[src/core/_unused_placeholder_none.sv]
`timescale 1ns/1ps

[src/core/brake_pkg.sv]
package brake_pkg;

  // Timing
  localparam int unsigned CLK_HZ      = 40_000_000;
  localparam int unsigned TICK_MS     = 100;
  localparam int unsigned TICK_CYCLES = CLK_HZ / 1000 * TICK_MS;

  // Register byte offsets
  localparam logic [7:0] CTRL_OFS     = 8'h00;
  localparam logic [7:0] REL_CUR_OFS  = 8'h04;
  localparam logic [7:0] REL_FRQ_OFS  = 8'h08;
  localparam logic [7:0] REL_DLY_OFS  = 8'h0C;
  localparam logic [7:0] REL_TRQ_OFS  = 8'h10;
  localparam logic [7:0] APP_FRQ_OFS  = 8'h14;
  localparam logic [7:0] APP_DLY_OFS  = 8'h18;
  localparam logic [7:0] STOP_FRQ_OFS = 8'h1C;
  localparam logic [7:0] TSEL0_OFS    = 8'h20;
  localparam logic [7:0] TSEL1_OFS    = 8'h24;
  localparam logic [7:0] STATUS_OFS   = 8'h28;

  // Control register fields
  localparam int unsigned CTRL_VEC_BIT  = 0;
  localparam int unsigned CTRL_MOT_LSB  = 1;
  localparam int unsigned CTRL_DUTY_LSB = 3;
  localparam int unsigned CTRL_SPD_BIT  = 5;
  localparam int unsigned CTRL_W        = 6;

  // Field widths
  localparam int unsigned PCT_W = 9;
  localparam int unsigned FRQ_W = 8;
  localparam int unsigned DLY_W = 6;
  localparam int unsigned SEL_W = 8;
  localparam int unsigned QTY_W = 16;

  // Setting limits: percent, 0.1 Hz and 0.1 s units
  localparam logic [PCT_W-1:0] PCT_MAX  = 9'd300;
  localparam logic [FRQ_W-1:0] FRQ_MAX  = 8'd250;
  localparam logic [DLY_W-1:0] DLY_MAX  = 6'd50;
  localparam logic [6:0]       PCT_FULL = 7'd100;

  // Reset values
  localparam logic [31:0] CTRL_RST = 32'h0000_0000;
  localparam logic [31:0] LVL_RST  = 32'h0000_0000;
  localparam logic [31:0] TSEL_RST = 32'h0000_0000;

  // Codes
  localparam logic [1:0]       MOTOR_FIRST     = 2'h0;
  localparam logic [1:0]       DUTY_MEDIUM     = 2'h1;
  localparam logic [1:0]       DUTY_LIGHT      = 2'h2;
  localparam logic [SEL_W-1:0] BRAKE_FUNC_CODE = 8'd57;

  typedef enum logic [1:0] {
    BRK_APPLIED,
    BRK_RELEASED,
    BRK_WAIT_RUN_OFF
  } brake_state_t;

endpackage

[src/core/delay_if.sv]
`timescale 1ns/1ps
`default_nettype none
interface delay_if #(
  parameter int unsigned DW = 6
);
  logic          cond;
  logic [DW-1:0] delay;
  logic          done;
  logic          running;

  modport owner (output cond, output delay, input done, input running);
  modport timer (input cond, input delay, output done, output running);
endinterface
`default_nettype wire

[src/core/hoist_brake_signal_control.sv]
// Function
// RQ1 - Release brake when current, frequency or torque exceeds level for release delay.
// RQ2 - Current release level settable 0 to 300 percent of rated current.
// RQ3 - Frequency release level 0.0 to 25.0 Hz, used only under V/f control.
// RQ4 - Release delay settable 0.0 to 5.0 seconds of continuous excess.
// RQ5 - Torque release level 0 to 300 percent, used only under vector control.
// RQ6 - Terminal whose function select is 57 carries the brake command.
// RQ7 - Rated current for scaling follows heavy, medium or light duty mode.
// RQ8 - V/f: apply brake when run off and frequency below apply level for delay.
// RQ9 - Vector: apply brake when chosen speed below stop frequency for apply delay.
// RQ10 - Alarm or coast-to-stop applies the brake at once, without delay.
// RQ11 - Sequencing only for first motor; other motors hold the output on.
// RQ12 - Release timer restarts whenever no enabled level is exceeded.
//
// Implementation choices: the register addresses and register access over AHB-Lite.
`timescale 1ns/1ps
`default_nettype none
module hoist_brake_signal_control #(
  parameter int unsigned TICK_CYCLES = brake_pkg::TICK_CYCLES,
  parameter int unsigned N_TERM      = 6,
  parameter logic [15:0] RATED_HD    = 16'h0064,
  parameter logic [15:0] RATED_MD    = 16'h0078,
  parameter logic [15:0] RATED_LD    = 16'h0096
) (
  // Clock and reset
  input  wire logic                           hclk,
  input  wire logic                           hresetn,
  // AHB-Lite slave
  input  wire logic                           hsel,
  input  wire logic [31:0]                    haddr,
  input  wire logic [1:0]                     htrans,
  input  wire logic                           hwrite,
  input  wire logic [2:0]                     hsize,
  input  wire logic [31:0]                    hwdata,
  input  wire logic                           hready,
  output logic                                hreadyout,
  output logic                                hresp,
  output logic [31:0]                         hrdata,
  // Drive quantities, 0.1 A, 0.1 Hz and percent
  input  wire logic [brake_pkg::QTY_W-1:0]    output_current,
  input  wire logic [brake_pkg::QTY_W-1:0]    output_freq,
  input  wire logic [brake_pkg::QTY_W-1:0]    torque_cmd,
  input  wire logic [brake_pkg::QTY_W-1:0]    ref_speed,
  input  wire logic [brake_pkg::QTY_W-1:0]    det_speed,
  // Drive commands
  input  wire logic                           run_cmd,
  input  wire logic                           alarm_stop,
  input  wire logic                           coast_stop_cmd,
  // Brake command and output terminals
  output logic                                brake_release_out,
  output logic [N_TERM-1:0]                   terminal_out
);

  if (N_TERM < 1 || N_TERM > 8) begin : g_chk
    $error("N_TERM must be 1 to 8");
  end

  localparam int unsigned DW = brake_pkg::DLY_W;

  // Register state
  logic [brake_pkg::CTRL_W-1:0] ctrl_r,     ctrl_nxt;
  logic [brake_pkg::PCT_W-1:0]  rel_cur_r,  rel_cur_nxt;
  logic [brake_pkg::FRQ_W-1:0]  rel_frq_r,  rel_frq_nxt;
  logic [DW-1:0]                rel_dly_r,  rel_dly_nxt;
  logic [brake_pkg::PCT_W-1:0]  rel_trq_r,  rel_trq_nxt;
  logic [brake_pkg::FRQ_W-1:0]  app_frq_r,  app_frq_nxt;
  logic [DW-1:0]                app_dly_r,  app_dly_nxt;
  logic [brake_pkg::QTY_W-1:0]  stop_frq_r, stop_frq_nxt;
  logic [brake_pkg::SEL_W-1:0]  tsel_r   [N_TERM];
  logic [brake_pkg::SEL_W-1:0]  tsel_nxt [N_TERM];

  // Bus state
  logic                         wr_pend_r,  wr_pend_nxt;
  logic [7:0]                   wr_addr_r,  wr_addr_nxt;
  logic [31:0]                  rdata_r,    rdata_nxt;

  // Brake sequencing state
  brake_pkg::brake_state_t      st_r,       st_nxt;
  logic                         brk_r,      brk_nxt;
  logic [N_TERM-1:0]            term_r,     term_nxt;

  logic                         addr_phase;
  logic                         vec_mode;
  logic                         first_motor;
  logic                         trip;
  logic [15:0]                  rated_sel;
  logic                         cur_exceed;
  logic                         frq_exceed;
  logic                         trq_exceed;
  logic                         any_exceed;
  logic                         apply_cond;
  logic [brake_pkg::QTY_W-1:0]  speed_sel;

  delay_if #(.DW(DW)) rel_if ();
  delay_if #(.DW(DW)) app_if ();

  // Saturating write of a limited setting
  function automatic logic [15:0] clamp(input logic [31:0] v, input logic [15:0] lim);
    clamp = (v > 32'(lim)) ? lim : v[15:0];
  endfunction

  function automatic logic [31:0] tsel_word(input logic [7:0] ofs,
                                            input logic [brake_pkg::SEL_W-1:0] s [N_TERM]);
    tsel_word = '0;
    for (int i = 0; i < N_TERM; i++) begin
      if ((ofs == brake_pkg::TSEL0_OFS && i < 4) || (ofs == brake_pkg::TSEL1_OFS && i >= 4)) begin
        tsel_word[(i % 4) * 8 +: 8] = s[i];
      end
    end
  endfunction

  assign addr_phase = hsel && hready && htrans[1];

  // AHB-Lite: no wait states, always OKAY
  assign hreadyout = 1'b1;
  assign hresp     = 1'b0;
  assign hrdata    = rdata_r;

  // Register next values; writes land in the data phase
  always_comb begin
    ctrl_nxt     = ctrl_r;
    rel_cur_nxt  = rel_cur_r;
    rel_frq_nxt  = rel_frq_r;
    rel_dly_nxt  = rel_dly_r;
    rel_trq_nxt  = rel_trq_r;
    app_frq_nxt  = app_frq_r;
    app_dly_nxt  = app_dly_r;
    stop_frq_nxt = stop_frq_r;
    tsel_nxt     = tsel_r;
    if (wr_pend_r) begin
      unique case (wr_addr_r)
        brake_pkg::CTRL_OFS:     ctrl_nxt = hwdata[brake_pkg::CTRL_W-1:0];
        // RQ2 current level range
        brake_pkg::REL_CUR_OFS:  rel_cur_nxt = brake_pkg::PCT_W'(clamp(hwdata, 16'(brake_pkg::PCT_MAX)));
        // RQ3 frequency level range
        brake_pkg::REL_FRQ_OFS:  rel_frq_nxt = brake_pkg::FRQ_W'(clamp(hwdata, 16'(brake_pkg::FRQ_MAX)));
        // RQ4 release delay range
        brake_pkg::REL_DLY_OFS:  rel_dly_nxt = DW'(clamp(hwdata, 16'(brake_pkg::DLY_MAX)));
        // RQ5 torque level range
        brake_pkg::REL_TRQ_OFS:  rel_trq_nxt = brake_pkg::PCT_W'(clamp(hwdata, 16'(brake_pkg::PCT_MAX)));
        brake_pkg::APP_FRQ_OFS:  app_frq_nxt = brake_pkg::FRQ_W'(clamp(hwdata, 16'(brake_pkg::FRQ_MAX)));
        brake_pkg::APP_DLY_OFS:  app_dly_nxt = DW'(clamp(hwdata, 16'(brake_pkg::DLY_MAX)));
        brake_pkg::STOP_FRQ_OFS: stop_frq_nxt = hwdata[brake_pkg::QTY_W-1:0];
        brake_pkg::TSEL0_OFS,
        brake_pkg::TSEL1_OFS: begin
          for (int i = 0; i < N_TERM; i++) begin
            if ((wr_addr_r == brake_pkg::TSEL0_OFS && i < 4) ||
                (wr_addr_r == brake_pkg::TSEL1_OFS && i >= 4)) begin
              tsel_nxt[i] = hwdata[(i % 4) * 8 +: 8];
            end
          end
        end
        default: ;
      endcase
    end
  end

  always_ff @(posedge hclk or negedge hresetn) begin
    if (!hresetn) begin
      ctrl_r     <= brake_pkg::CTRL_W'(brake_pkg::CTRL_RST);
      rel_cur_r  <= brake_pkg::PCT_W'(brake_pkg::LVL_RST);
      rel_frq_r  <= brake_pkg::FRQ_W'(brake_pkg::LVL_RST);
      rel_dly_r  <= DW'(brake_pkg::LVL_RST);
      rel_trq_r  <= brake_pkg::PCT_W'(brake_pkg::LVL_RST);
      app_frq_r  <= brake_pkg::FRQ_W'(brake_pkg::LVL_RST);
      app_dly_r  <= DW'(brake_pkg::LVL_RST);
      stop_frq_r <= brake_pkg::QTY_W'(brake_pkg::LVL_RST);
      for (int i = 0; i < N_TERM; i++) begin
        tsel_r[i] <= brake_pkg::SEL_W'(brake_pkg::TSEL_RST);
      end
    end else begin
      ctrl_r     <= ctrl_nxt;
      rel_cur_r  <= rel_cur_nxt;
      rel_frq_r  <= rel_frq_nxt;
      rel_dly_r  <= rel_dly_nxt;
      rel_trq_r  <= rel_trq_nxt;
      app_frq_r  <= app_frq_nxt;
      app_dly_r  <= app_dly_nxt;
      stop_frq_r <= stop_frq_nxt;
      tsel_r     <= tsel_nxt;
    end
  end

  // Bus phase tracking; reads mux the next values so a read right after a
  // write to the same register already sees the new data
  always_comb begin
    wr_pend_nxt = addr_phase && hwrite;
    wr_addr_nxt = addr_phase ? haddr[7:0] : wr_addr_r;
    rdata_nxt   = rdata_r;
    if (addr_phase && !hwrite) begin
      unique case (haddr[7:0])
        brake_pkg::CTRL_OFS:     rdata_nxt = 32'(ctrl_nxt);
        brake_pkg::REL_CUR_OFS:  rdata_nxt = 32'(rel_cur_nxt);
        brake_pkg::REL_FRQ_OFS:  rdata_nxt = 32'(rel_frq_nxt);
        brake_pkg::REL_DLY_OFS:  rdata_nxt = 32'(rel_dly_nxt);
        brake_pkg::REL_TRQ_OFS:  rdata_nxt = 32'(rel_trq_nxt);
        brake_pkg::APP_FRQ_OFS:  rdata_nxt = 32'(app_frq_nxt);
        brake_pkg::APP_DLY_OFS:  rdata_nxt = 32'(app_dly_nxt);
        brake_pkg::STOP_FRQ_OFS: rdata_nxt = 32'(stop_frq_nxt);
        brake_pkg::TSEL0_OFS,
        brake_pkg::TSEL1_OFS:    rdata_nxt = tsel_word(haddr[7:0], tsel_nxt);
        brake_pkg::STATUS_OFS:   rdata_nxt = {27'h000_0000, app_if.running, rel_if.running, st_r, brk_r};
        default:                 rdata_nxt = 32'h0000_0000;
      endcase
    end
  end

  always_ff @(posedge hclk or negedge hresetn) begin
    if (!hresetn) begin
      wr_pend_r <= 1'b0;
      wr_addr_r <= 8'h00;
      rdata_r   <= 32'h0000_0000;
    end else begin
      wr_pend_r <= wr_pend_nxt;
      wr_addr_r <= wr_addr_nxt;
      rdata_r   <= rdata_nxt;
    end
  end

  assign vec_mode    = ctrl_r[brake_pkg::CTRL_VEC_BIT];
  assign first_motor = (ctrl_r[brake_pkg::CTRL_MOT_LSB +: 2] == brake_pkg::MOTOR_FIRST);
  assign trip        = alarm_stop || coast_stop_cmd;

  // RQ7 duty-mode rated current
  always_comb begin
    unique case (ctrl_r[brake_pkg::CTRL_DUTY_LSB +: 2])
      brake_pkg::DUTY_MEDIUM: rated_sel = RATED_MD;
      brake_pkg::DUTY_LIGHT:  rated_sel = RATED_LD;
      default:                rated_sel = RATED_HD;
    endcase
  end

  // RQ2 percent of rated current
  assign cur_exceed = (32'(output_current) * 32'(brake_pkg::PCT_FULL)) > (32'(rel_cur_r) * 32'(rated_sel));
  // RQ3 only under V/f
  assign frq_exceed = !vec_mode && (output_freq > 16'(rel_frq_r));
  // RQ5 only under vector
  assign trq_exceed = vec_mode && (torque_cmd > 16'(rel_trq_r));
  assign any_exceed = cur_exceed || frq_exceed || trq_exceed;

  // RQ9 speed source choice
  assign speed_sel  = ctrl_r[brake_pkg::CTRL_SPD_BIT] ? ref_speed : det_speed;
  // RQ8 V/f and RQ9 vector apply condition
  assign apply_cond = vec_mode ? (speed_sel < stop_frq_r) : (!run_cmd && (output_freq < 16'(app_frq_r)));

  // RQ12 timer clears when nothing exceeds
  assign rel_if.cond  = (st_r == brake_pkg::BRK_APPLIED) && any_exceed && !trip && first_motor;
  assign rel_if.delay = rel_dly_r;
  assign app_if.cond  = (st_r == brake_pkg::BRK_RELEASED) && apply_cond && !trip && first_motor;
  assign app_if.delay = app_dly_r;

  // RQ4 release delay timing
  delay_timer #(.TICK_CYCLES(TICK_CYCLES), .DW(DW)) u_rel_timer (
    .hclk    (hclk),
    .hresetn (hresetn),
    .dif     (rel_if)
  );

  // RQ9 apply delay timing
  delay_timer #(.TICK_CYCLES(TICK_CYCLES), .DW(DW)) u_app_timer (
    .hclk    (hclk),
    .hresetn (hresetn),
    .dif     (app_if)
  );

  // After an apply with run still on, a new release needs run to go off first,
  // so the load is not lifted again by a lingering run command.
  always_comb begin
    st_nxt  = st_r;
    brk_nxt = brk_r;
    if (trip) begin
      // RQ10 immediate apply
      st_nxt  = brake_pkg::BRK_APPLIED;
      brk_nxt = 1'b0;
    end else if (!first_motor) begin
      // RQ11 other motors hold on
      st_nxt  = brake_pkg::BRK_APPLIED;
      brk_nxt = 1'b1;
    end else begin
      unique case (st_r)
        brake_pkg::BRK_APPLIED: begin
          // RQ1 release after delay
          if (rel_if.done) begin
            st_nxt = brake_pkg::BRK_RELEASED;
          end
        end
        brake_pkg::BRK_RELEASED: begin
          // RQ8 apply after delay
          if (app_if.done) begin
            st_nxt = run_cmd ? brake_pkg::BRK_WAIT_RUN_OFF : brake_pkg::BRK_APPLIED;
          end
        end
        brake_pkg::BRK_WAIT_RUN_OFF: begin
          if (!run_cmd) begin
            st_nxt = brake_pkg::BRK_APPLIED;
          end
        end
        default: st_nxt = brake_pkg::BRK_APPLIED;
      endcase
      brk_nxt = (st_nxt == brake_pkg::BRK_RELEASED);
    end
    // RQ6 terminal function routing
    for (int i = 0; i < N_TERM; i++) begin
      term_nxt[i] = (tsel_r[i] == brake_pkg::BRAKE_FUNC_CODE) && brk_nxt;
    end
  end

  always_ff @(posedge hclk or negedge hresetn) begin
    if (!hresetn) begin
      st_r   <= brake_pkg::BRK_APPLIED;
      brk_r  <= 1'b0;
      term_r <= '0;
    end else begin
      st_r   <= st_nxt;
      brk_r  <= brk_nxt;
      term_r <= term_nxt;
    end
  end

  assign brake_release_out = brk_r;
  assign terminal_out      = term_r;

endmodule
`default_nettype wire

[src/core/delay_timer.sv]
`timescale 1ns/1ps
`default_nettype none
module delay_timer #(
  parameter int unsigned TICK_CYCLES = brake_pkg::TICK_CYCLES,
  parameter int unsigned DW          = 6
) (
  // Clock and reset
  input  wire logic hclk,
  input  wire logic hresetn,
  // Condition and result
  delay_if.timer    dif
);

  localparam int unsigned CW = (TICK_CYCLES > 1) ? $clog2(TICK_CYCLES) : 1;

  if (TICK_CYCLES < 1) begin : g_chk
    $error("delay_timer needs TICK_CYCLES of at least 1");
  end

  logic [CW-1:0] cyc_r;
  logic [CW-1:0] cyc_nxt;
  logic [DW-1:0] cnt_r;
  logic [DW-1:0] cnt_nxt;

  // A private prescaler restarts with the condition, so the delay is exact
  // to the cycle rather than off by up to one tick.
  always_comb begin
    cyc_nxt = cyc_r;
    cnt_nxt = cnt_r;
    if (!dif.cond) begin
      cyc_nxt = '0;
      cnt_nxt = '0;
    end else if (cnt_r < dif.delay) begin
      if (cyc_r == CW'(TICK_CYCLES - 1)) begin
        cyc_nxt = '0;
        cnt_nxt = cnt_r + DW'(1);
      end else begin
        cyc_nxt = cyc_r + CW'(1);
      end
    end
  end

  always_ff @(posedge hclk or negedge hresetn) begin
    if (!hresetn) begin
      cyc_r <= '0;
      cnt_r <= '0;
    end else begin
      cyc_r <= cyc_nxt;
      cnt_r <= cnt_nxt;
    end
  end

  assign dif.done    = dif.cond && (cnt_r >= dif.delay);
  assign dif.running = dif.cond && (cnt_r < dif.delay);

endmodule
`default_nettype wire

[config.mk]
export PLATFORM = sky130hd
export DESIGN_NAME = hoist_brake_signal_control
export DESIGN_NICKNAME = d
export VERILOG_FILES = /design/src/core/_unused_placeholder_none.sv /design/src/core/brake_pkg.sv /design/src/core/delay_if.sv /design/src/core/hoist_brake_signal_control.sv /design/src/core/delay_timer.sv
export SDC_FILE = /design/constraint.sdc
export NUM_CORES = 1
export LEC_CHECK = 0
export BUFFER_PORTS_ARGS = -buffer_cell sky130_fd_sc_hd__buf_2
export CORE_UTILIZATION = 60
export DETAILED_ROUTE_END_ITERATION = 6
export PLACE_DENSITY = 0.8
export SLEW_MARGIN = 20
export SYNTH_ARGS = -nofsm -noshare
export SYNTH_HDL_FRONTEND = slang
export SYNTH_HIERARCHICAL = 1
export SYNTH_SLANG_ARGS = --single-unit
[constraint.sdc]
create_clock -name hclk -period 9.3 [get_ports hclk]
set_clock_uncertainty 0.05 [all_clocks]
set_input_delay 1.86 -clock hclk [delete_from_list [all_inputs] [get_ports hclk]]
set_output_delay 1.86 -clock hclk [all_outputs]
set_load 0.02 [all_outputs]
==> metrics.yaml <==
detailed_routing:
  vias: 13500
  drt_wl_total_um: 40740
  drc_errors: 22
  dr.pass1.iters: 7
  vias_per_cell: 6.096
  avgRoutedWirePerCell_um: 18.39
  antenna_left: 0
  drt_iter0_drc: 897
critical_path:
  reg2reg_depth: 29
  reg2reg_to: "u_rel_timer/cyc_r[21]$_DFFE_PN0P_"
  cp.required_ps: 9690
  cp-end-kind: "flip-flop"
  reg2reg_slack_ps: 710
  crit_slowest_cell: "o211ai_1"
  cp_num_buf_inv: 4
  cpLargestDelayFamily: "adder cells"
  path_class: "flip-flop to flip-flop"
  worstPathMaxFanout: 11
  r2r_start: "ctrl_r[3]$_DFF_PN0_"
  slowest_delay_ps: 580
  arrival_ps: 8980
  start_kind: "flip-flop"
synthesis:
  synth_area_um2: 16070
  ys_warn_count: 6
  synthArstFlopShare: 1.000
  synth_area_per_cell_um2: 9.417
  ys_seq_elements: 222
  synth_top_family_by_area: "adder cells"
  synthAdderAreaFrac: 0.1899
  synth_edf_count: 0
  syn_nets: 2081
  netlist_instances: 1707
  ys_types: 78
  synth_mux_area_frac: 0.06538
  synthSimpleGateAreaFrac: 0.1854
  synthXorXnorAreaFrac: 0.02397
  ys.flop_type: "dfrtp_1"
  yosysSeqAreaShare: 0.3456
  synth_compound_area_frac: 0.1286
sta:
  drv_slew: 0
  fin_tns_setup_ps: 0
  finalCriticalPeriod_ps: 8594
  finalHoldViolCount: 0
  rsz0062_at_grt: "false"
  setup_viol: 0
  timing.final.crit_share: 0.9241
  fmax_mhz: 116.4
  slew_headroom: 0.2668
  worst_slew_pin_slew_ps: 1097
  hold_ws_ps: 420.7
  setup_slack_ps: 706.3
floorplanning:
  pin_count: 198
  initial_core_util: 0.6151
  die_w_um: 165.7
  coreArea_um2: 26130
  die-area_um2: 27450
  die_height_um: 165.7
  rows: 59
global_routing:
  antenna_found_initial: 1
  grt_pass1_vias: 13570
  grt_pass1_wl_um: 66430
  grt-ovfl-total: 0
  grtUsageTotal: 0.2976
  grt_max_degree: 98
power_and_ir_drop:
  switching_share: 0.3692
  clkPwrFrac: 0.267
  leakage_nw: 8.949
  combPwrFrac: 0.473
  seqPwrFrac: 0.260
  ir_drop_uv: 201.2
  p_switching_mw: 1.477
  p_per_area_nw_per_um2: 221.3
  power.internal_mw: 2.524
layout:
  multi_input_area_um2: 9549
  final_cell_mix: "dfrtp_1 (222), inv_1 (195), ha_1 (172)"
  register_area_um2: 5555
  fillers: 2047
  layout_commonest_cell: "dfrtp_1"
  area_growth_pct: 12.50
  fin_nets: 2234
  drive_gt1_frac: 0.1704
placed_design:
  port_buffers: 167
  dp_hpwl_um: 31060
  post-place-ws_ps: 766.2
  finalWeightedCongestion: 0.9215
clocking:
  numCtsBuffers: 24
  clock_latency_ps: 520
  clk_pin_slew_ps: 60
  tritoncts: "built"
  cts-resized-gates: 0
  root_buffer: "clkbuf_16"
  cts_sinks: 222
  postCtsHoldBufs: 0
  cts_setup_buffers: 0
  cts_buffer_depth: 3
  h-tree-depth: 1
worst_hold_path:
  holdPathStages: 1
  hold_path.class: "flip-flop to flip-flop"
  holdPathEnd: "hrdata[11]$_DFFE_PN0P_"
  hp-start: "hrdata[11]$_DFFE_PN0P_"
status:
  outcome: "finished, violations left"
  violations: "DRC"
job:
  maxCapViolCount: 0
-- metrics by stage --
stage	utilization	total power, mW	area, um2	std cells
finish	0.6920	4.002	18080	2215
global route	0.6919	4.335	18080	2214
CTS	0.6918	4.018	18080	2213
detailed placement	0.6573	2.939	17180	2169
global placement	0.6573	2.846	17180	2169
floorplan	-	2.519	16070	1707
-- worst max path at each step --
| stage | endpoint | cells after the start | slack, ps | from |
|---|---|---|---|---|
| after floorplan | u_rel_timer/cyc_r[10]$_DFFE_PN0P_ | 32 | 1980 | ctrl_r[3]$_DFF_PN0_ |
| after global placement | terminal_out[5]$_DFF_PN0_ | 34 | 950 | ctrl_r[3]$_DFF_PN0_ |
| after detailed placement | terminal_out[5]$_DFF_PN0_ | 34 | 770 | ctrl_r[3]$_DFF_PN0_ |
| after CTS | terminal_out[5]$_DFF_PN0_ | 34 | 670 | ctrl_r[3]$_DFF_PN0_ |
| after global routing | u_rel_timer/cyc_r[21]$_DFFE_PN0P_ | 29 | 150 | ctrl_r[3]$_DFF_PN0_ |
| final | u_rel_timer/cyc_r[21]$_DFFE_PN0P_ | 29 | 710 | ctrl_r[3]$_DFF_PN0_ |
-- kinds of logic after synthesis --
group           Yosys count
other cells               2
fa+ha+maj               217
buf+inv                 246
compound gates          325
xor+xnor                 44
mux                      94
flops                   222
simple gates            557
-- cell usage after synthesis, drive strengths merged, types with 7 or more instances --
cell type	count	share of area
dfrtp	222	0.35
inv	195	0.046
ha	172	0.13
nand2	161	0.038
o21ai	101	0.032
mux2	88	0.062
nor2	83	0.019
a21oi	79	0.025
nand3	65	0.020
fa	45	0.056
nor2b	35	0.014
clkbuf	34	0.0079
nand4	34	0.013
xor2	30	0.016
nor3	28	0.010
a21o	23	0.011
or4	23	0.011
a22oi	22	0.010
nand2b	21	0.0082
and2	20	0.0078
or3	20	0.0087
o31ai	19	0.0089
nor4	17	0.0074
buf	15	0.0067
xnor2	14	0.0076
or4b	10	0.0067
a221oi	9	0.0049
o21a	9	0.0042
nand4b	8	0.0044
o211ai	8	0.0037
a21boi	7	0.0033
-- flip-flops by register name, summed over array words and instances, names as in the netlist, 2 cells and up --
| signal | cells |
|---|---|
| rel_cur_r | 9 |
| tsel_r | 48 |
| u_rel_timer/cyc_r | 22 |
| rel_dly_r | 6 |
| stop_frq_r | 16 |
| wr_addr_r | 8 |
| hrdata | 32 |
| st_r | 2 |
| u_app_timer/cnt_r | 6 |
| app_dly_r | 6 |
| app_frq_r | 8 |
| u_app_timer/cyc_r | 22 |
| rel_trq_r | 9 |
| u_rel_timer/cnt_r | 6 |
| ctrl_r | 6 |
| terminal_out | 6 |
| rel_frq_r | 8 |
-- power groups by stage --
stage | sequential, mW | combinational (mW) | clock [mW]
global placement | 1.05 | 1.79 | 0
detailed placement | 1.06 | 1.88 | 0
global route | 1.04 | 2.17 | 1.12
CTS | 1.04 | 1.90 | 1.08
floorplan | 1.04 | 1.48 | 0
finish | 1.04 | 1.89 | 1.07
-- area by class of cell --
cell class,instances,share of cell area
Antenna cell,2,0.0002768
Clock buffer,37,0.04207
Clock inverter,7,0.007818
Inverter,197,0.04089
Multi-Input combinational cell,1239,0.5281
Sequential cell,222,0.3072
Tap cell,335,0.02318
Timing Repair Buffer,176,0.05051
-- layer usage --
layer	vias to the layer above	global-route usage	part of all wire
met4	0	0.1178	0.038
met2	500	0.5007	0.47
met1	6548	0.3869	0.42
li1	6343	-	-
met3	111	0.04564	0.068
met5	-	0	0
No activity file was read; power rests on OpenSTA's default activity.
